===== src/logic/synth_latch_pkg.sv =====
// Package of field layouts, destination codes and timing constants for the synthesizer latches
`default_nettype none
package synth_latch_pkg;
  localparam int unsigned WORD_W          = 24;
  localparam int unsigned CLK_PERIOD_NS   = 25;
  // Destination codes in bits 1..0
  localparam logic [1:0]  DEST_CONTROL    = 2'h0;
  localparam logic [1:0]  DEST_REFERENCE  = 2'h1;
  localparam logic [1:0]  DEST_FEEDBACK   = 2'h2;
  localparam logic [1:0]  DEST_TEST       = 2'h3;
  localparam int unsigned DEST_LSB        = 0;
  // Control latch fields
  localparam int unsigned CTL_SYNC_BIT    = 21;
  localparam int unsigned CTL_REQ_BIT     = 20;
  localparam int unsigned CTL_CUR2_LSB    = 17;
  localparam int unsigned CTL_CUR1_LSB    = 14;
  localparam int unsigned CTL_OPWR_LSB    = 12;
  localparam int unsigned CTL_MUTE_BIT    = 11;
  localparam int unsigned CTL_GAIN_BIT    = 10;
  localparam int unsigned CTL_TRI_BIT     = 9;
  localparam int unsigned CTL_POL_BIT     = 8;
  localparam int unsigned CTL_MUX_LSB     = 5;
  localparam int unsigned CTL_CLEAR_BIT   = 4;
  localparam int unsigned CTL_CORE_LSB    = 2;
  // Feedback latch fields
  localparam int unsigned FB_GAIN_BIT     = 21;
  localparam int unsigned FB_DIV_LSB      = 8;
  localparam int unsigned FB_DIV_W        = 13;
  // Reference latch fields
  localparam int unsigned REF_BAND_LSB    = 20;
  localparam int unsigned REF_TEST_BIT    = 19;
  localparam int unsigned REF_PREC_BIT    = 18;
  localparam int unsigned REF_PULSE_LSB   = 16;
  localparam int unsigned REF_DIV_LSB     = 2;
  localparam int unsigned REF_DIV_W       = 14;
  // Power-down sync: edges of divider output after strobe
  localparam logic [1:0]  SYNC_EDGES      = 2'h2;
  // Settling intervals the controller keeps (for reference)
  localparam int unsigned SETTLE_LARGE_US = 15000;
  localparam int unsigned SETTLE_SMALL_US = 600;
endpackage : synth_latch_pkg
`default_nettype wire


===== src/logic/serial_word_if.sv =====
// Interface carrying a captured serial word and its transfer pulse
`timescale 1ns/1ps
`default_nettype none
interface serial_word_if;
  logic [23:0] word;
  logic        xfer;
  modport src (output word, output xfer);
  modport dst (input word, input xfer);
endinterface : serial_word_if
`default_nettype wire


===== src/logic/synth_latch_power_control.sv =====
// Latch bank and power-down control of a serially programmed frequency synthesizer
// Functional notes
// - Feedback word: gain bit 21, divisor 20..8, reserved 7..2, code 1,0.
// - Reference word: band clock 21..20, test 19, precision 18, pulse 17..16, divisor 15..2.
// - First control word after power-up, unless request one with sync zero, powers part up, starts bias settling.
// - Power-down without feedback update resumes in same band, relocks.
// - Destination code 0,0 loads the control latch on strobe rise.
// - Request one with sync zero powers down immediately.
// - Request and sync one: power down on second divider edge after strobe.
// - Chip enable low disables device at once regardless of bits.
// - Power-down loads counters, tristates pump, resets lock, mutes outputs, stops buffer.
// - Serial input keeps working during power-down.
// - Current one from low three select bits, two from high three.
// - Mute-until-locked keeps outputs off until lock reported.
// - Gain one selects current two, zero selects current one.
// - Gain select follows the latest write from either latch.
// - 24-bit shift on serial clock rise, MSB first, transfer on strobe rise.
// - Counter clear bit holds reference and feedback counters in reset.
`timescale 1ns/1ps
`default_nettype none
module synth_latch_power_control
  import synth_latch_pkg::*;
(
  input  wire logic                   core_clk,
  input  wire logic                   srst,
  input  wire logic                   sclk_pin,
  input  wire logic                   sdata_pin,
  input  wire logic                   latch_strobe,
  input  wire logic                   chip_enable_pin,
  input  wire logic                   ref_div_out,
  input  wire logic                   lock_detect,
  output logic                        powered_up,
  output logic                        bias_settle_start,
  output logic                        counters_load,
  output logic                        pump_tristate,
  output logic                        lock_detect_reset,
  output logic                        outputs_enable,
  output logic                        ref_buffer_enable,
  output logic [2:0]                  pump_current,
  output logic                        pump_gain_select,
  output logic [12:0]                 feedback_divisor_value,
  output logic [13:0]                 ref_divisor_value,
  output logic [1:0]                  band_clock_div,
  output logic                        factory_test_select,
  output logic                        lock_precision_select,
  output logic [1:0]                  pulse_width,
  output logic [1:0]                  output_power_level,
  output logic [1:0]                  core_power_level,
  output logic [2:0]                  mux_select,
  output logic                        phase_polarity,
  output logic                        band_select_start
);
  import synth_latch_pkg::*;

  // Power states, one-hot
  typedef enum logic [3:0] {
    PS_OFF  = 4'h1,
    PS_ON   = 4'h2,
    PS_WAIT = 4'h4,
    PS_DOWN = 4'h8
  } pwr_state_t;

  // Captured word and its transfer pulse from the shifter
  serial_word_if sw ();

  // Latch copies, shared gain and power-down tracking
  logic [WORD_W-1:0] ctl_r;
  logic [WORD_W-1:0] fb_r;
  logic [WORD_W-1:0] ref_r;
  logic              gain_r;
  logic [1:0]        sync_r;
  logic [1:0]        sync2_r;
  logic              ref_d_r;
  logic [1:0]        edge_cnt_r;
  pwr_state_t        state_r;
  pwr_state_t        state_nxt;

  // Destination decode used by every latch
  function automatic logic dest_is(input logic [WORD_W-1:0] w, input logic [1:0] code);
    dest_is = (w[DEST_LSB+1:DEST_LSB] == code);
  endfunction : dest_is

  // ----------------------------------------------------------------
  // Elaboration checks
  // ----------------------------------------------------------------
  // Refuse a field layout that overruns the word
  // or a synchronous edge count of zero
  if (FB_DIV_LSB + FB_DIV_W > WORD_W || REF_DIV_LSB + REF_DIV_W > WORD_W ||
      CTL_SYNC_BIT >= WORD_W || SYNC_EDGES == 2'h0)
  begin : g_layout_bad
    $error("latch field layout does not fit the serial word");
  end

  // ----------------------------------------------------------------
  // Serial input (runs in every power state)
  // ----------------------------------------------------------------
  serial_word_shifter u_shift (
    .core_clk   (core_clk),
    .srst       (srst),
    .sclk_pin   (sclk_pin),
    .sdata_pin  (sdata_pin),
    .strobe_pin (latch_strobe),
    .wout       (sw)
  );

  // Transfer pulses per destination; test code words match none
  logic xfer_ctl;
  logic xfer_fb;
  logic xfer_ref;
  assign xfer_ctl = sw.xfer & dest_is(sw.word, DEST_CONTROL);
  assign xfer_fb  = sw.xfer & dest_is(sw.word, DEST_FEEDBACK);
  assign xfer_ref = sw.xfer & dest_is(sw.word, DEST_REFERENCE);

  // ----------------------------------------------------------------
  // Latches
  // ----------------------------------------------------------------
  // Each latch loads only on its own destination code
  always_ff @(posedge core_clk)
  begin
    if (srst)
    begin
      ctl_r <= '0;
      fb_r  <= '0;
      ref_r <= '0;
    end
    else
    begin
      if (xfer_ctl)
        ctl_r <= sw.word;
      if (xfer_fb)
        fb_r <= sw.word;
      if (xfer_ref)
        ref_r <= sw.word;
    end
  end

  // Shared gain bit follows the most recent writer
  always_ff @(posedge core_clk)
  begin
    if (srst)
      gain_r <= 1'b0;
    else if (xfer_ctl)
      gain_r <= sw.word[CTL_GAIN_BIT];
    else if (xfer_fb)
      gain_r <= sw.word[FB_GAIN_BIT];
  end

  // ----------------------------------------------------------------
  // Power-down control
  // ----------------------------------------------------------------
  // Synchronise chip enable and divider output
  always_ff @(posedge core_clk)
  begin
    if (srst)
    begin
      sync_r  <= 2'h0;
      sync2_r <= 2'h0;
      ref_d_r <= 1'b0;
    end
    else
    begin
      sync_r  <= {ref_div_out, chip_enable_pin};
      sync2_r <= sync_r;
      ref_d_r <= sync2_r[1];
    end
  end

  // Enable level, divider rise and request fields of the word
  logic ce_ok;
  logic ref_rise;
  logic req_bit;
  logic sync_bit;
  assign ce_ok    = sync2_r[0];
  assign ref_rise = sync2_r[1] & ~ref_d_r;
  assign req_bit  = sw.word[CTL_REQ_BIT];
  assign sync_bit = sw.word[CTL_SYNC_BIT];

  // Count divider edges after a synchronous request
  always_ff @(posedge core_clk)
  begin
    if (srst)
      edge_cnt_r <= 2'h0;
    else if (state_r != PS_WAIT)
      edge_cnt_r <= 2'h0;
    else if (xfer_ctl)
      edge_cnt_r <= 2'h0;
    else if (ref_rise)
      edge_cnt_r <= edge_cnt_r + 2'h1;
  end

  // Power state transitions
  always_comb
  begin
    state_nxt = state_r;
    case (state_r)
      PS_OFF:
        if (xfer_ctl && !req_bit)
          state_nxt = PS_ON;
        else if (xfer_ctl && sync_bit)
          state_nxt = PS_WAIT;
      PS_ON:
        if (xfer_ctl && req_bit && !sync_bit)
          state_nxt = PS_DOWN;
        else if (xfer_ctl && req_bit && sync_bit)
          state_nxt = PS_WAIT;
      PS_WAIT:
        if (xfer_ctl && !req_bit)
          state_nxt = PS_ON;
        else if (xfer_ctl && !sync_bit)
          state_nxt = PS_DOWN;
        else if (!xfer_ctl && ref_rise && edge_cnt_r == SYNC_EDGES - 2'h1)
          state_nxt = PS_DOWN;
      PS_DOWN:
        if (xfer_ctl && !req_bit)
          state_nxt = PS_ON;
      default:
        state_nxt = PS_OFF;
    endcase
  end

  // State register
  always_ff @(posedge core_clk)
  begin
    if (srst)
      state_r <= PS_OFF;
    else
      state_r <= state_nxt;
  end

  // ----------------------------------------------------------------
  // Outputs
  // ----------------------------------------------------------------
  // Running only when on or waiting with enable high
  logic active;
  assign active = (state_nxt == PS_ON || state_nxt == PS_WAIT) && ce_ok;

  // Power and down-state effects
  always_ff @(posedge core_clk)
  begin
    if (srst)
    begin
      powered_up        <= 1'b0;
      bias_settle_start <= 1'b0;
      counters_load     <= 1'b1;
      pump_tristate     <= 1'b1;
      lock_detect_reset <= 1'b1;
      outputs_enable    <= 1'b0;
      ref_buffer_enable <= 1'b0;
      band_select_start <= 1'b0;
    end
    else
    begin
      powered_up        <= active;
      bias_settle_start <= (state_r == PS_OFF) && (state_nxt != PS_OFF);
      counters_load     <= !active || ctl_r[CTL_CLEAR_BIT];
      pump_tristate     <= !active || ctl_r[CTL_TRI_BIT];
      lock_detect_reset <= !active;
      ref_buffer_enable <= active;
      outputs_enable    <= active && (!ctl_r[CTL_MUTE_BIT] || lock_detect);
      // Band reselect only on a feedback write while running; wake keeps band
      band_select_start <= xfer_fb && active;
    end
  end

  // Field outputs
  always_ff @(posedge core_clk)
  begin
    if (srst)
    begin
      pump_current           <= 3'h0;
      pump_gain_select       <= 1'b0;
      feedback_divisor_value <= 13'h0;
      ref_divisor_value      <= 14'h0;
      band_clock_div         <= 2'h0;
      factory_test_select    <= 1'b0;
      lock_precision_select  <= 1'b0;
      pulse_width            <= 2'h0;
      output_power_level     <= 2'h0;
      core_power_level       <= 2'h0;
      mux_select             <= 3'h0;
      phase_polarity         <= 1'b0;
    end
    else
    begin
      pump_current           <= gain_r ? ctl_r[CTL_CUR2_LSB+:3] : ctl_r[CTL_CUR1_LSB+:3];
      pump_gain_select       <= gain_r;
      feedback_divisor_value <= fb_r[FB_DIV_LSB+:FB_DIV_W];
      ref_divisor_value      <= ref_r[REF_DIV_LSB+:REF_DIV_W];
      band_clock_div         <= ref_r[REF_BAND_LSB+:2];
      factory_test_select    <= ref_r[REF_TEST_BIT];
      lock_precision_select  <= ref_r[REF_PREC_BIT];
      pulse_width            <= ref_r[REF_PULSE_LSB+:2];
      output_power_level     <= ctl_r[CTL_OPWR_LSB+:2];
      core_power_level       <= ctl_r[CTL_CORE_LSB+:2];
      mux_select             <= ctl_r[CTL_MUX_LSB+:3];
      phase_polarity         <= ctl_r[CTL_POL_BIT];
    end
  end
endmodule : synth_latch_power_control
`default_nettype wire


===== src/logic/serial_word_shifter.sv =====
// Three-wire serial shift register with synchronised pins and strobe edge transfer
`timescale 1ns/1ps
`default_nettype none
module serial_word_shifter
  import synth_latch_pkg::*;
(
  input  wire logic        core_clk,
  input  wire logic        srst,
  input  wire logic        sclk_pin,
  input  wire logic        sdata_pin,
  input  wire logic        strobe_pin,
  serial_word_if.src       wout
);
  logic [2:0]        s1_r;
  logic [2:0]        s2_r;
  logic              sclk_d_r;
  logic              strobe_d_r;
  logic [WORD_W-1:0] shift_r;
  logic [WORD_W-1:0] word_r;
  logic              xfer_r;

  // Two-stage synchronisers on the pins
  always_ff @(posedge core_clk)
  begin
    if (srst)
    begin
      s1_r <= 3'h0;
      s2_r <= 3'h0;
    end
    else
    begin
      s1_r <= {strobe_pin, sdata_pin, sclk_pin};
      s2_r <= s1_r;
    end
  end

  // Shift MSB first on serial clock rise, hand over on strobe rise
  always_ff @(posedge core_clk)
  begin
    if (srst)
    begin
      sclk_d_r   <= 1'b0;
      strobe_d_r <= 1'b0;
      shift_r    <= '0;
      word_r     <= '0;
      xfer_r     <= 1'b0;
    end
    else
    begin
      sclk_d_r   <= s2_r[0];
      strobe_d_r <= s2_r[2];
      xfer_r     <= s2_r[2] & ~strobe_d_r;
      if (s2_r[0] & ~sclk_d_r)
        shift_r <= {shift_r[WORD_W-2:0], s2_r[1]};
      if (s2_r[2] & ~strobe_d_r)
        word_r <= shift_r;
    end
  end

  assign wout.word = word_r;
  assign wout.xfer = xfer_r;
endmodule : serial_word_shifter
`default_nettype wire


===== config.mk =====
export PLATFORM = sky130hd
export DESIGN_NAME = synth_latch_power_control
export DESIGN_NICKNAME = d
export VERILOG_FILES = /design/src/logic/synth_latch_pkg.sv /design/src/logic/serial_word_if.sv /design/src/logic/synth_latch_power_control.sv /design/src/logic/serial_word_shifter.sv
export SDC_FILE = /design/constraint.sdc
export NUM_CORES = 1
export LEC_CHECK = 0
export BUFFER_PORTS_ARGS = -buffer_cell sky130_fd_sc_hd__buf_4
export CORE_MARGIN = 8
export CORE_UTILIZATION = 55
export CTS_BUF_LIST = sky130_fd_sc_hd__clkbuf_4 sky130_fd_sc_hd__clkbuf_8
export DETAILED_ROUTE_END_ITERATION = 10
export PLACE_DENSITY = 0.76
export SETUP_SLACK_MARGIN = 0.4
export SLEW_MARGIN = 20
export SYNTH_ARGS = -nofsm -noshare
export SYNTH_HDL_FRONTEND = slang
export SYNTH_SLANG_ARGS = --single-unit

===== constraint.sdc =====
create_clock -name core_clk -period 4.6 [get_ports core_clk]
set_input_delay 0.46 -clock core_clk [delete_from_list [all_inputs] [get_ports core_clk]]
set_output_delay 0.46 -clock core_clk [all_outputs]
set_load 0.01 [all_outputs]

==> After elaboration in Yosys (flattened, before gate mapping) <==
Index checks and enable logic that the tools add are counted.
{ "totals": {"elab_cells": 92, "out_inout_bits": 53, "ff_bits": 180} }
{ "op_classes": {"n_reduce_logical": 24, "add_sub_neg": 1, "bitwise": 9, "muxes": 12, "n_eq_ne": 11} }
{ "op_table": {"columns": ["operator", "n"], "rows": [
  ["$mux 4", 8],
  ["$pmux 4 s4", 1],
  ["$logic_and 1x1->1", 12],
  ["$eq 4x2->1 const B", 2],
  ["$eq 4x3->1 const B", 2],
  ["$and 1x1->1", 6],
  ["$logic_not 1->1", 5],
  ["$eq 2x1->1 const B", 2],
  ["$eq 4x1->1 const B", 1],
  ["$eq 4x4->1 const B", 1],
  ["$logic_or 1x1->1", 4],
  ["$ne 4x1->1 const B", 1],
  ["$ne 4x3->1 const B", 1],
  ["$mux 3", 1],
  ["$not 1->1", 3],
  ["$reduce_or 3->1", 1],
  ["$add 2x1->2 const B", 1],
  ["$eq 2x2->1 const B", 1],
  ["$logic_not 2->1", 1],
  ["$mux 1", 2],
  ["$reduce_bool 2->1", 1]
]} }

==> Depth between registers and ports, before layout <==
Gate-level depths: netlist of run 1.
{ "logic_depth": {"ltp_word": 14, "depth_mapped": 5, "mapped_depth_nobuf": 5} }

==> Hierarchy <==
A second synthesis of run 1 with hierarchy kept.
{ "unflattened": {"hier_cells": 586, "area_unflattened_um2": 5939.4} }
{ "by_module_without_submodules": {"columns": ["module", "area_each_um2", "cells_each", "instances"], "rows": [
  ["synth_latch_power_control", 3809.9, 409, 1],
  ["serial_word_shifter", 2129.5, 177, 1]
]} }

==> Worst setup path after synthesis of run 1 <==
No wires, ideal clock.
{ "synth_path": {"path_type": "reg2reg", "start": "register u_shift.word_r[21] (netlist: u_shift.wout.word[21])", "end": "register band_select_start", "period_less_slack_ps": 1547, "arrival_time_ps": 1431, "slack_ps": 3053, "path_stages_with_launch": 5, "path_cell_list": "dfxtp_1 or4bb_1 a211oi_1 o211ai_1 and4_1"} }
{ "synth_between": {"elab_chain_cells": 9, "elab_cells_between_ends": 17} }
{ "synth_lines": {"columns": ["item", "line", "text"], "rows": [
  ["start: declaration", "serial_word_shifter.sv:19", "logic [WORD_W-1:0] word_r;"],
  ["start signal: assignment", "serial_word_shifter.sv:56", "word_r <= shift_r;"],
  ["$logic_not 1->1", "synth_latch_power_control.sv:202, synth_latch_power_control.sv:209", null],
  ["$logic_and 1x1->1", "synth_latch_power_control.sv:209", "else if (xfer_ctl && !sync_bit)"],
  ["$mux 4", "synth_latch_power_control.sv:209", null],
  ["$mux 4", "synth_latch_power_control.sv:207", "if (xfer_ctl && !req_bit)"],
  ["$pmux 4 s4 *", "synth_latch_power_control.sv:195", "case (state_r)"],
  ["$eq 4x2->1 / $eq 4x3->1 (equally long branches)", "synth_latch_power_control.sv:235", "assign active = (state_nxt == PS_ON || state_nxt == PS_WAIT) && ce_ok;"],
  ["$logic_or 1x1->1 *", "synth_latch_power_control.sv:235", null],
  ["$logic_and 1x1->1 *", "synth_latch_power_control.sv:235", null],
  ["$logic_and 1x1->1 *", "synth_latch_power_control.sv:261", "band_select_start <= xfer_fb && active;"],
  ["end signal: assignment", "synth_latch_power_control.sv:261", null],
  ["end: declaration", "synth_latch_power_control.sv:51", "output logic band_select_start"]
]} }
Mark *: on every way between the ends. The rest lies on a longest branch, timed or not.
A chain may end at the register's enable or synchronous reset.

==> Worst setup path in the final report of run 1 <==
{ "layout_path": {"start": "register u_shift.word_r[1] (netlist: u_shift.wout.word[1])", "end": "register outputs_enable"} }
{ "layout_between": {"elab_chain_cells": 13, "elab_cells_between_ends": 25} }
{ "layout_lines": {"columns": ["item", "line", "text"], "rows": [
  ["$logic_not 2->1 *", "synth_latch_power_control.sv:80", "dest_is = (w[DEST_LSB+1:DEST_LSB] == code);"],
  ["$and 1x1->1 *", "synth_latch_power_control.sv:110", "assign xfer_ctl = sw.xfer & dest_is(sw.word, DEST_CONTROL);"],
  ["$logic_not 1->1", "synth_latch_power_control.sv:211", "else if (!xfer_ctl && ref_rise && edge_cnt_r == SYNC_EDGES - 2'h1)"],
  ["$logic_and 1x1->1 (2 in series)", "synth_latch_power_control.sv:211", null],
  ["$mux 4", "synth_latch_power_control.sv:211", null],
  ["$mux 4", "synth_latch_power_control.sv:209", null],
  ["$mux 4", "synth_latch_power_control.sv:207", null],
  ["$pmux 4 s4 *", "synth_latch_power_control.sv:195", null],
  ["$eq 4x2->1 / $eq 4x3->1 (equally long branches)", "synth_latch_power_control.sv:235", null],
  ["$logic_or 1x1->1 *", "synth_latch_power_control.sv:235", null],
  ["$logic_and 1x1->1 *", "synth_latch_power_control.sv:235", null],
  ["$logic_and 1x1->1 *", "synth_latch_power_control.sv:259", "outputs_enable <= active && (!ctl_r[CTL_MUTE_BIT] || lock_detect);"],
  ["end signal: assignment", "synth_latch_power_control.sv:259", null],
  ["end: declaration", "synth_latch_power_control.sv:37", "output logic outputs_enable,"]
]} }
Marks and branches as above.

==> results of run 1 <==
==> where the power goes <==
group	switching (mW)	internal, mW	total [mW]	leakage (nW)
Clock	0.579	0.407	0.986	0.189
Combinational	0.0345	0.0163	0.0508	0.810
Sequential	0.00404	1.45	1.46	1.35
==> flip-flops by register name, indices dropped and copies added (netlist names), 4 cells and up <==
name,count
u_shift.shift_r,22
feedback_divisor_value,13
ref_r,20
state_r,4
ref_divisor_value,14
fb_r,13
u_shift.wout.word,22
ctl_r,17
==> cells in the final DEF, fill, tap and decap left out, types with 2 or more instances in the layout <==
cell,synthesis,final
a211oi_1,3,3
a21oi_1,61,61
buf_4,1,65
clkbuf_8,0,17
clkinv_4,0,2
clkinv_8,0,3
clkinvlp_4,0,3
dfxtp_1,167,167
inv_1,3,3
inv_6,0,3
inv_8,0,4
mux2i_1,4,4
nand2_1,122,122
nand2b_1,3,3
nand3b_1,2,2
nand4b_1,2,2
nor2_1,13,12
nor2b_1,60,60
nor4b_1,2,2
o211ai_1,2,2
o21ai_0,5,5
o22a_1,34,34
xor2_1,2,2
==> cell type report <==
type	count	area share
Tap cell	133	0.0266
Inverter	3	0.00180
Timing Repair Buffer	65	0.0779
Clock inverter	15	0.0256
Multi-Input combinational cell	335	0.297
Clock buffer	17	0.0373
Sequential cell	167	0.534
==> per-layer routing <==
metal / wire length, um / up-vias
li1: - / 1904
met1: 4660 / 1718
met2: 4810 / 71
met3: 539 / 8
met4: 103 / 0
met5: 0 / -
==> per-stage QoR <==
step	hold slack, ns	utilization	area, sq um
final	0.228	0.650	6260
after global placement	0.418	0.609	5870
after CTS	0.205	0.650	6260
after global routing	0.201	0.650	6260
after floorplan	0.411	-	5370
after detailed placement	0.422	0.609	5870
==> cells in the mapped netlist, types with 3 or more instances <==
cell type,n,share of area
nor2b_1,60,0.070
dfxtp_1,167,0.62
inv_1,3,0.0021
mux2i_1,4,0.0075
nor2_1,13,0.0091
buf_2,4,0.0037
a211oi_1,3,0.0042
nand2b_1,3,0.0035
o21ai_0,5,0.0047
buf_1,8,0.0056
nand2_1,122,0.085
a21oi_1,61,0.057
o22a_1,34,0.055
clkbuf_1,23,0.016
==> kinds of logic (layout without fill, tap and decap cells) <==
| family | after synthesis | in the layout |
|---|---|---|
| AND/OR/NAND/NOR | 217 | 217 |
| flip-flops | 167 | 167 |
| AO/OA/AOI/OAI | 110 | 110 |
| buffers and inverters | 40 | 100 |
| multiplexers | 4 | 4 |
| XOR/XNOR | 3 | 3 |
| adder cells (fa/ha/maj) | 1 | 1 |
==> worst reg2reg max path, cell delays in order, from the launching register on <==
cell and delay, ns:
dfxtp_1 0.38, or3b_1 0.73, a211o_1 0.37, o211ai_1 0.23, o2111a_1 0.25
==> worst paths after layout <==
kind / cells after the start / to / slack [ns]
hold / removal: 2 / u_shift.s1_r[1] / 0.23
setup reg to reg: 4 / outputs_enable / 2.59
hold reg to reg: 1 / sync2_r[1] / 0.44
setup / recovery: 4 / outputs_enable / 2.59
==> flow_metrics.env, run 1 <==
export IMPL_dieArea_sq_mm=0.0132
export IMPL_fin_skew_ns=0.0114
export IMPL_first_pass_iters=4
export IMPL_crit_type="register to register"
export IMPL_portBuffers=60
export IMPL_fin_tns_setup_ns=0
export IMPL_hpwl_um=6780
export IMPL_final_layout_size_suffix_gt1_frac=0.168
export IMPL_grt_max_degree=89
export IMPL_fmax_mhz=497
export IMPL_clock_path_buffers=2
export IMPL_synth_seq_cells=167
export IMPL_cts_setup_buffers=0
export IMPL_drc=0
export IMPL_fp_dieH_um=115
export IMPL_synth_simple_area_share=0.199
export IMPL_hold_viol=0
export IMPL_holdBufCountCts=0
export IMPL_postRouteAntennaNets=0
export IMPL_syn_area_sq_mm=0.00537
export IMPL_cp_arrival_ns=2.39
export IMPL_synth_nets=551
export IMPL_p_total_mw=2.49
export IMPL_worst_path_max_fanout=22
export IMPL_wirelength_um=10100
export IMPL_use_met3=0.0410
export IMPL_hp_class="input port to register"
export IMPL_seq_area_frac_synth=0.623
export IMPL_crit_buf_inv=0
export IMPL_cp_slowest_cell="or3b_1"
export IMPL_synth_edf_count=0
export IMPL_synth_avg_cell_area_sq_um=9.91
export IMPL_cts_tree="built"
export IMPL_via_count=3701
export IMPL_syn_inst=542
export IMPL_status="complete, no violations"
export IMPL_cp_top_family="compound AO/OA/AOI/OAI gates"
export IMPL_via_per_inst=5.04
export IMPL_syn_to_final_growth_pct=16.7
export IMPL_relSlewSlack=0.419
export IMPL_cts_num_sinks=167
export IMPL_core_area_sq_mm=0.00964
export IMPL_synth_top_family_by_area="simple AND/OR/NAND/NOR gates"
export IMPL_synth_xor_area_share=0.00489
export IMPL_synth_compound_area_share=0.133
export IMPL_setup_viol=0
export IMPL_required_ns=4.98
export IMPL_yosysUniqueCellTypes=41
export IMPL_clock_latency_ns=0.44
export IMPL_path_cells="or3b_1 -> a211o_1 -> o211ai_1 -> o2111a_1"
export IMPL_rsz0062_at_grt="false"
export IMPL_dp_cells=703
export IMPL_multi_input_area_sq_mm=0.00186
export IMPL_fillerInstances=823
export IMPL_finalNonFillerCells=735
export IMPL_p_per_area_mw_per_mm2=398
export IMPL_end_kind="register"
export IMPL_drt_first_iter_violations=257
export IMPL_grt_pass1_vias=3467
export IMPL_nNetsFinal=598
export IMPL_start_util=0.557
export IMPL_tightest_slew_ns=0.871
export IMPL_antenna_found_initial=0
export IMPL_clockRootBuffer="clkbuf_8"
export IMPL_clkSlewWorstSetupHoldPaths_ns=0.10
export IMPL_synth_warnings=0
export IMPL_grt_pass1_wl_um=16800
export IMPL_drv_slew=0
export IMPL_maxCapViolCount=0
export IMPL_r2r_start="u_shift.wout.word[1]"
export IMPL_grtUsageTotal=0.161
export IMPL_leakagePower_nw=2.35
export IMPL_finalCriticalPeriod_ns=2.01
export IMPL_cts_max_level=4
export IMPL_post_route_period_util=0.437
export IMPL_cts_buffers=17
export IMPL_worstSetupStartpointType="register"
export IMPL_synthMuxAreaShare=0.00746
export IMPL_setup_ws_ns=2.59
export IMPL_grt_ovfl_total=0
export IMPL_die_w_um=115
export IMPL_pin_count=61
export IMPL_grt_busiest_layer="met2"
export IMPL_synth_adder_area_share=0.00233
export IMPL_min_from="sdata_pin"
export IMPL_gr_usage_met2=0.254
export IMPL_peakVddDrop_mv=0.199
export IMPL_cp_startpoint="u_shift.wout.word[1]"
export IMPL_num_rows=36
export IMPL_gp_congestion=0.746
export IMPL_synthFlopType="dfxtp_1"
export IMPL_ff_latch_area_sq_mm=0.00334
export IMPL_antenna_cells=0
export IMPL_wl_per_cell_um=13.8
export IMPL_synth_async_reset_ratio=0
export IMPL_dpl_worst_slack_ns=2.32
export IMPL_post_cts_resized=0
export IMPL_max_stage_delay_ns=0.73
export IMPL_met1_usage=0.205
(Power assumes the default switching activity.)
==> inputs of run 2 (changes only) <==
--- a/config.mk
+++ b/config.mk
@@ -5,6 +5,7 @@
 export SDC_FILE = /design/constraint.sdc
 export NUM_CORES = 1
 export LEC_CHECK = 0
+export ABC_AREA = 1
 export BUFFER_PORTS_ARGS = -buffer_cell sky130_fd_sc_hd__buf_4
 export CORE_MARGIN = 8
 export CORE_UTILIZATION = 55
==> constraint.sdc (replaced) <==
create_clock -name core_clk -period 1.9 [get_ports core_clk]
set_input_delay 0.19 -clock core_clk [delete_from_list [all_inputs] [get_ports core_clk]]
set_output_delay 0.19 -clock core_clk [all_outputs]
set_load 0.01 [all_outputs]
==> flow_metrics.env, run 2 <==
export IMPL_cts_tree="built"
export IMPL_hp_class="input port to register"
export IMPL_grt_pass1_vias=3884
export IMPL_grt_pass1_wl_um=17800
export IMPL_fmax_mhz=712
export IMPL_layout_common_cells="166 x dfxtp_1, 116 x nor2_1, 87 x o21ai_0, 85 x inv_1, 66 x a21oi_1"
export IMPL_required_ns=2.25
export IMPL_seq_area_frac_synth=0.619
export IMPL_via_count=4119
export IMPL_peakVddDrop_mv=0.462
export IMPL_worst_path_max_fanout=4
export IMPL_synth_most_common_cell="dfxtp_1"
export IMPL_synth_largest_area_cell="dfxtp_1"
export IMPL_critPathMostFrequentCell="nand2_1"
export IMPL_drv_slew=0
export IMPL_synth_warnings=0
export IMPL_synth_async_reset_ratio=0
export IMPL_finalNonFillerCells=837
export IMPL_num_rows=36
export IMPL_die_w_um=115
export IMPL_gp_congestion=0.903
export IMPL_antenna_found_initial=0
export IMPL_cp_slowest_cell="dfxtp_1"
export IMPL_clockRootBuffer="clkbuf_8"
export IMPL_hpwl_um=7020
export IMPL_whs_ns=0.0317
export IMPL_netlist_area_leader_share=0.619
export IMPL_clkSlewWorstSetupHoldPaths_ns=0.08
export IMPL_cts_buffers=17
export IMPL_start_util=0.560
export IMPL_grt_ovfl_total=0
export IMPL_via_per_inst=4.92
export IMPL_dp_cells=800
export IMPL_fin_skew_ns=0.00553
export IMPL_wl_per_cell_um=12.9
export IMPL_max_stage_delay_ns=0.32
export IMPL_fin_tns_setup_ns=0
export IMPL_syn_to_final_growth_pct=18.4
export IMPL_p_per_area_mw_per_mm2=998
export IMPL_pin_count=61
export IMPL_nNetsFinal=700
export IMPL_layout_commonest_cell="dfxtp_1"
export IMPL_relSlewSlack=0.532
export IMPL_crit_type="register to register"
export IMPL_maxCapViolCount=0
export IMPL_finalCriticalPeriod_ns=1.40
export IMPL_cp_arrival_ns=1.75
export IMPL_first_pass_iters=5
export IMPL_syn_area_sq_mm=0.00540
export IMPL_wirelength_um=10800
export IMPL_synthFlopType="dfxtp_1"
export IMPL_final_layout_size_suffix_gt1_frac=0.162
export IMPL_drt_first_iter_violations=230
export IMPL_portBuffers=60
export IMPL_status="complete, no violations"
export IMPL_clock_latency_ns=0.45
export IMPL_postRouteAntennaNets=0
export IMPL_cts_max_level=4
export IMPL_rsz0062_at_grt="false"
export IMPL_worstSetupStartpointType="register"
export IMPL_grt_max_degree=69
export IMPL_syn_inst=633
export IMPL_antenna_cells=0
export IMPL_core_area_sq_mm=0.00964
export IMPL_cts_num_sinks=167
export IMPL_tightest_slew_ns=0.702
export IMPL_synth_seq_cells=167
export IMPL_dieArea_sq_mm=0.0132
export IMPL_yosys_top_cells_area="dfxtp_1 62%, o21ai_0 8.1%, nor2_1 8.1%"
export IMPL_post_route_period_util=0.739
export IMPL_setup_viol=0
export IMPL_synth_avg_cell_area_sq_um=8.53
export IMPL_hold_viol=0
export IMPL_grtUsageTotal=0.172
export IMPL_path_cells="inv_1 -> nand2_1 -> nor2_1 -> nor2_1 -> nand2_1 -> nand4_2 -> nor2_4 -> nand2_1"
export IMPL_leakagePower_nw=2.72
export IMPL_clock_path_buffers=2
export IMPL_ys_top_cells_by_count="167 x dfxtp_1, 116 x nor2_1, 87 x o21ai_0"
export IMPL_end_kind="register"
export IMPL_yosysUniqueCellTypes=23
export IMPL_drc=0
export IMPL_cts_setup_buffers=0
export IMPL_fp_dieH_um=115
export IMPL_synth_nets=642
export IMPL_synth_edf_count=0
## run 2: changes by cell type after synthesis, moves of 6 or more
cell,before,now
clkbuf_1,23,16
buf_1,8,0
nand2_1,122,46
nor2_1,13,116
o21ai_0,5,87
nor2b_1,60,0
inv_1,3,85
o22a_1,34,0
buf_2,4,14
inv_2,0,6
## run 2: area by class of cell
class	count	area, sq um
clock buffer	21	283
clock inverter	11	124
fill	824	3250
inverter	91	342
multi-input combinational	343	1580
sequential	167	3340
tap	133	166
timing repair buffer	71	558
## run 2: worst max-delay path, delay by kind of cell, from the launching register on
kind                   cells  cell delay [ns]
buffers and inverters      1             0.09
AND/OR/NAND/NOR            7             0.88
flip-flops                 1             0.32
## run 2: stage by stage
step	setup WS [ns]	area [sq um]	util	total power, mW
global route	0.407	6390	0.663	6.63
CTS	0.517	6390	0.663	6.41
floorplan	0.746	5400	-	3.86
finish	0.496	6390	0.663	6.38
global placement	0.494	5930	0.615	3.93
detailed placement	0.426	5930	0.615	3.95
## run 2: path summary, 6_finish.rpt
check | startpoint | end | slack [ns] | depth (start not counted)
setup / recovery | state_r[3] | counters_load | 0.50 | 8
hold / removal | lock_detect | outputs_enable | 0.03 | 3
setup reg to reg | state_r[3] | counters_load | 0.50 | 8
hold reg to reg | u_shift.s1_r[2] | u_shift.s2_r[2] | 0.41 | 2
## run 2: layer usage
| metal | GRT usage | routed length (um) |
|---|---|---|
| met1 | 0.193 | 4680 |
| met5 | 0 | 0 |
| met3 | 0.0604 | 776 |
| met2 | 0.282 | 5120 |
| met4 | 0.0911 | 225 |
## run 2: timing repair
item,CTS,global route
hold buffers,5,0
endpoints found under the hold margin,5,0
resized for setup,1,1
setup endpoints to repair,1,3
cloned,0,0
## run 2: logic make-up (layout without fill, tap and decap cells)
| kind of cell | after synthesis | in the layout | synth area share |
|---|---|---|---|
| AND/OR/NAND/NOR | 181 | 181 | 0.136 |
| buffers and inverters | 123 | 194 | 0.0901 |
| flip-flops | 167 | 167 | 0.619 |
| AO/OA/AOI/OAI | 160 | 160 | 0.151 |
| adder cells (fa/ha/maj) | 1 | 1 | 0.00232 |
| XOR/XNOR | 1 | 1 | 0.00162 |
## run 2: where the power goes
part	switching [mW]	leakage (nW)	internal [mW]
registers	0.0418	1.35	3.57
logic	0.171	1.17	0.0899
clock network	1.22	0.201	1.28
total	1.44	2.72	4.94
==> inputs of run 3 (changes only) <==
--- a/config.mk
+++ b/config.mk
@@ -8,10 +8,10 @@
 export ABC_AREA = 1
 export BUFFER_PORTS_ARGS = -buffer_cell sky130_fd_sc_hd__buf_4
 export CORE_MARGIN = 8
-export CORE_UTILIZATION = 55
+export CORE_UTILIZATION = 54
 export CTS_BUF_LIST = sky130_fd_sc_hd__clkbuf_4 sky130_fd_sc_hd__clkbuf_8
 export DETAILED_ROUTE_END_ITERATION = 10
-export PLACE_DENSITY = 0.76
+export PLACE_DENSITY = 0.77
 export SETUP_SLACK_MARGIN = 0.4
 export SLEW_MARGIN = 20
 export SYNTH_ARGS = -nofsm -noshare
==> constraint.sdc (replaced) <==
create_clock -name core_clk -period 1.2 [get_ports core_clk]
set_input_delay 0.12 -clock core_clk [delete_from_list [all_inputs] [get_ports core_clk]]
set_output_delay 0.12 -clock core_clk [all_outputs]
set_load 0.01 [all_outputs]
==> flow_metrics.env, run 3 (synthesis results as in run 2) <==
export IMPL_status="finished with violations"
export IMPL_violations="setup timing"
export IMPL_p_per_area_mw_per_mm2=1300
export IMPL_dieArea_sq_mm=0.0135
export IMPL_nNetsFinal=754
export IMPL_maxCapViolCount=0
export IMPL_end_kind="register"
export IMPL_dp_cells=808
export IMPL_grt_pass1_vias=4424
export IMPL_wl_per_cell_um=21.8
export IMPL_start_util=0.555
export IMPL_pin_count=61
export IMPL_holdBufCountCts=7
export IMPL_post_route_period_util=1.13
export IMPL_max_stage_delay_ns=0.35
export IMPL_place_area_sq_mm=0.00619
export IMPL_cts_buffers=17
export IMPL_final_layout_size_suffix_gt1_frac=0.529
export IMPL_grtUsageTotal=0.203
export IMPL_num_rows=36
export IMPL_final_cell_area_sq_mm=0.00838
export IMPL_cts_tree="built"
export IMPL_finalNonFillerCells=891
export IMPL_antenna_cells=0
export IMPL_required_ns=1.55
export IMPL_utilization=0.861
export IMPL_layout_commonest_cell="dfxtp_1"
export IMPL_hpwl_um=7410
export IMPL_gp_congestion=0.834
export IMPL_topRoutingLayerUsed="met4"
export IMPL_die_w_um=116
export IMPL_clkSlewWorstSetupHoldPaths_ns=0.09
export IMPL_fillerInstances=410
export IMPL_clock_latency_ns=0.46
export IMPL_path_cells="inv_2 -> nor2_4 -> nand2_2 -> nand2_2 -> inv_2 -> nand2_4 -> nand4_4 -> nor2_4 -> nand2_1"
export IMPL_wl_met1_um=7130
export IMPL_fmax_mhz=737
export IMPL_via_per_inst=5.75
export IMPL_setup_viol=56
export IMPL_drv_slew=0
export IMPL_p_total_mw=10.9
export IMPL_finalCriticalPeriod_ns=1.36
export IMPL_cts_max_level=4
export IMPL_grt_pass1_wl_um=21400
export IMPL_cts_num_sinks=167
export IMPL_syn_to_final_growth_pct=55.2
export IMPL_cp_slowest_cell="dfxtp_2"
export IMPL_postRouteAntennaNets=0
export IMPL_hold_viol=0
export IMPL_grt_max_degree=62
export IMPL_drc=0
export IMPL_antenna_found_initial=0
export IMPL_tightest_slew_ns=0.591
export IMPL_fp_dieH_um=116
export IMPL_wl_met2_um=9640
export IMPL_via_count=5122
export IMPL_crit_type="register to register"
export IMPL_dr_wl_met3_um=1630
export IMPL_clock_path_buffers=2
export IMPL_worst_path_max_fanout=4
export IMPL_portBuffers=60
export IMPL_worstSetupStartpointType="register"
export IMPL_wirelength_um=19400
export IMPL_leakagePower_nw=3.39
export IMPL_hp_class="input port to register"
export IMPL_rsz0062_at_grt="true"
export IMPL_cp_arrival_ns=1.71
export IMPL_grt_ovfl_total=0
export IMPL_relSlewSlack=0.606
export IMPL_clockRootBuffer="clkbuf_8"
export IMPL_fin_skew_ns=0.0132
export IMPL_peakVddDrop_mv=0.876
export IMPL_first_pass_iters=7
export IMPL_layout_common_cells="105 x dfxtp_1, 97 x nor2_1, 76 x inv_1, 63 x buf_6, 62 x o21ai_2"
export IMPL_core_area_sq_mm=0.00973
export IMPL_setup_ws_ns=-0.157
export IMPL_drt_first_iter_violations=572
[run 3: cell types whose count changed in the layout (fill, tap and decap cells not counted), moves of 22 or more]
cell / previous run / this run
o21ai_0: 87 / 3
buf_6: 0 / 63
o21ai_2: 0 / 62
dfxtp_1: 166 / 105
dfxtp_2: 1 / 58
buf_4: 65 / 27
a21oi_1: 66 / 30
a21oi_2: 0 / 36
nand2_1: 46 / 24
[run 3: path summary, 6_finish.rpt]
check               endpoint  slack [ns]  cells past startpoint             from
max reg2reg    counters_load       -0.16                      9       state_r[3]
min            edge_cnt_r[1]       0.004                      4             srst
min reg2reg  u_shift.s2_r[2]        0.40                      2  u_shift.s1_r[2]
max            counters_load       -0.16                      9       state_r[3]
[run 3: area by class of cell]
class	count	area [sq um]	share of cell area
Clock inverter	12	151	0.0181
Clock buffer	20	269	0.0321
Tap cell	133	166	0.0199
Inverter	91	388	0.0463
Timing Repair Buffer	118	1420	0.169
Timing Repair inverter	6	96.3	0.0115
Multi-Input combinational cell	344	2460	0.294
Sequential cell	167	3430	0.409
[run 3: where the power goes]
part	internal, mW	total, mW	switching [mW]
combinational	0.333	0.859	0.526
sequential	5.65	5.78	0.131
clock	2.18	4.25	2.07
[run 3: worst max-delay path, delay by kind of cell, from the launching register on]
family	cells	cell delay, ns
buffers and inverters	2	0.14
flip-flops	1	0.35
AND/OR/NAND/NOR	7	0.75
[run 3: what timing repair did]
| action | in CTS | in global routing |
|---|---|---|
| hold endpoints to repair | 11 | 1 |
| cloned | 7 | 11 |
| buffers inserted | 10 | 16 |
| pin swaps | 26 | 42 |
| resized for setup | 229 | 160 |
| setup endpoints to repair | 164 | 162 |
[run 3: per-stage QoR]
step	setup TNS (ns)	worst slack (ns)	hold WS [ns]
global route	-5.16	-0.233	0.00827
floorplan	0	0.0989	0.227
CTS	-0.305	-0.0741	-0.0179
finish	-2.80	-0.157	0.00367
detailed placement	-0.175	-0.0623	0.325
global placement	0	0.0351	0.322
[run 3: layer usage]
metal / GRT usage / vias to the layer above
li1: - / 2228
met1: 0.223 / 2466
met2: 0.358 / 335
met3: 0.0505 / 93
met4: 0.0994 / 0
met5: 0 / -
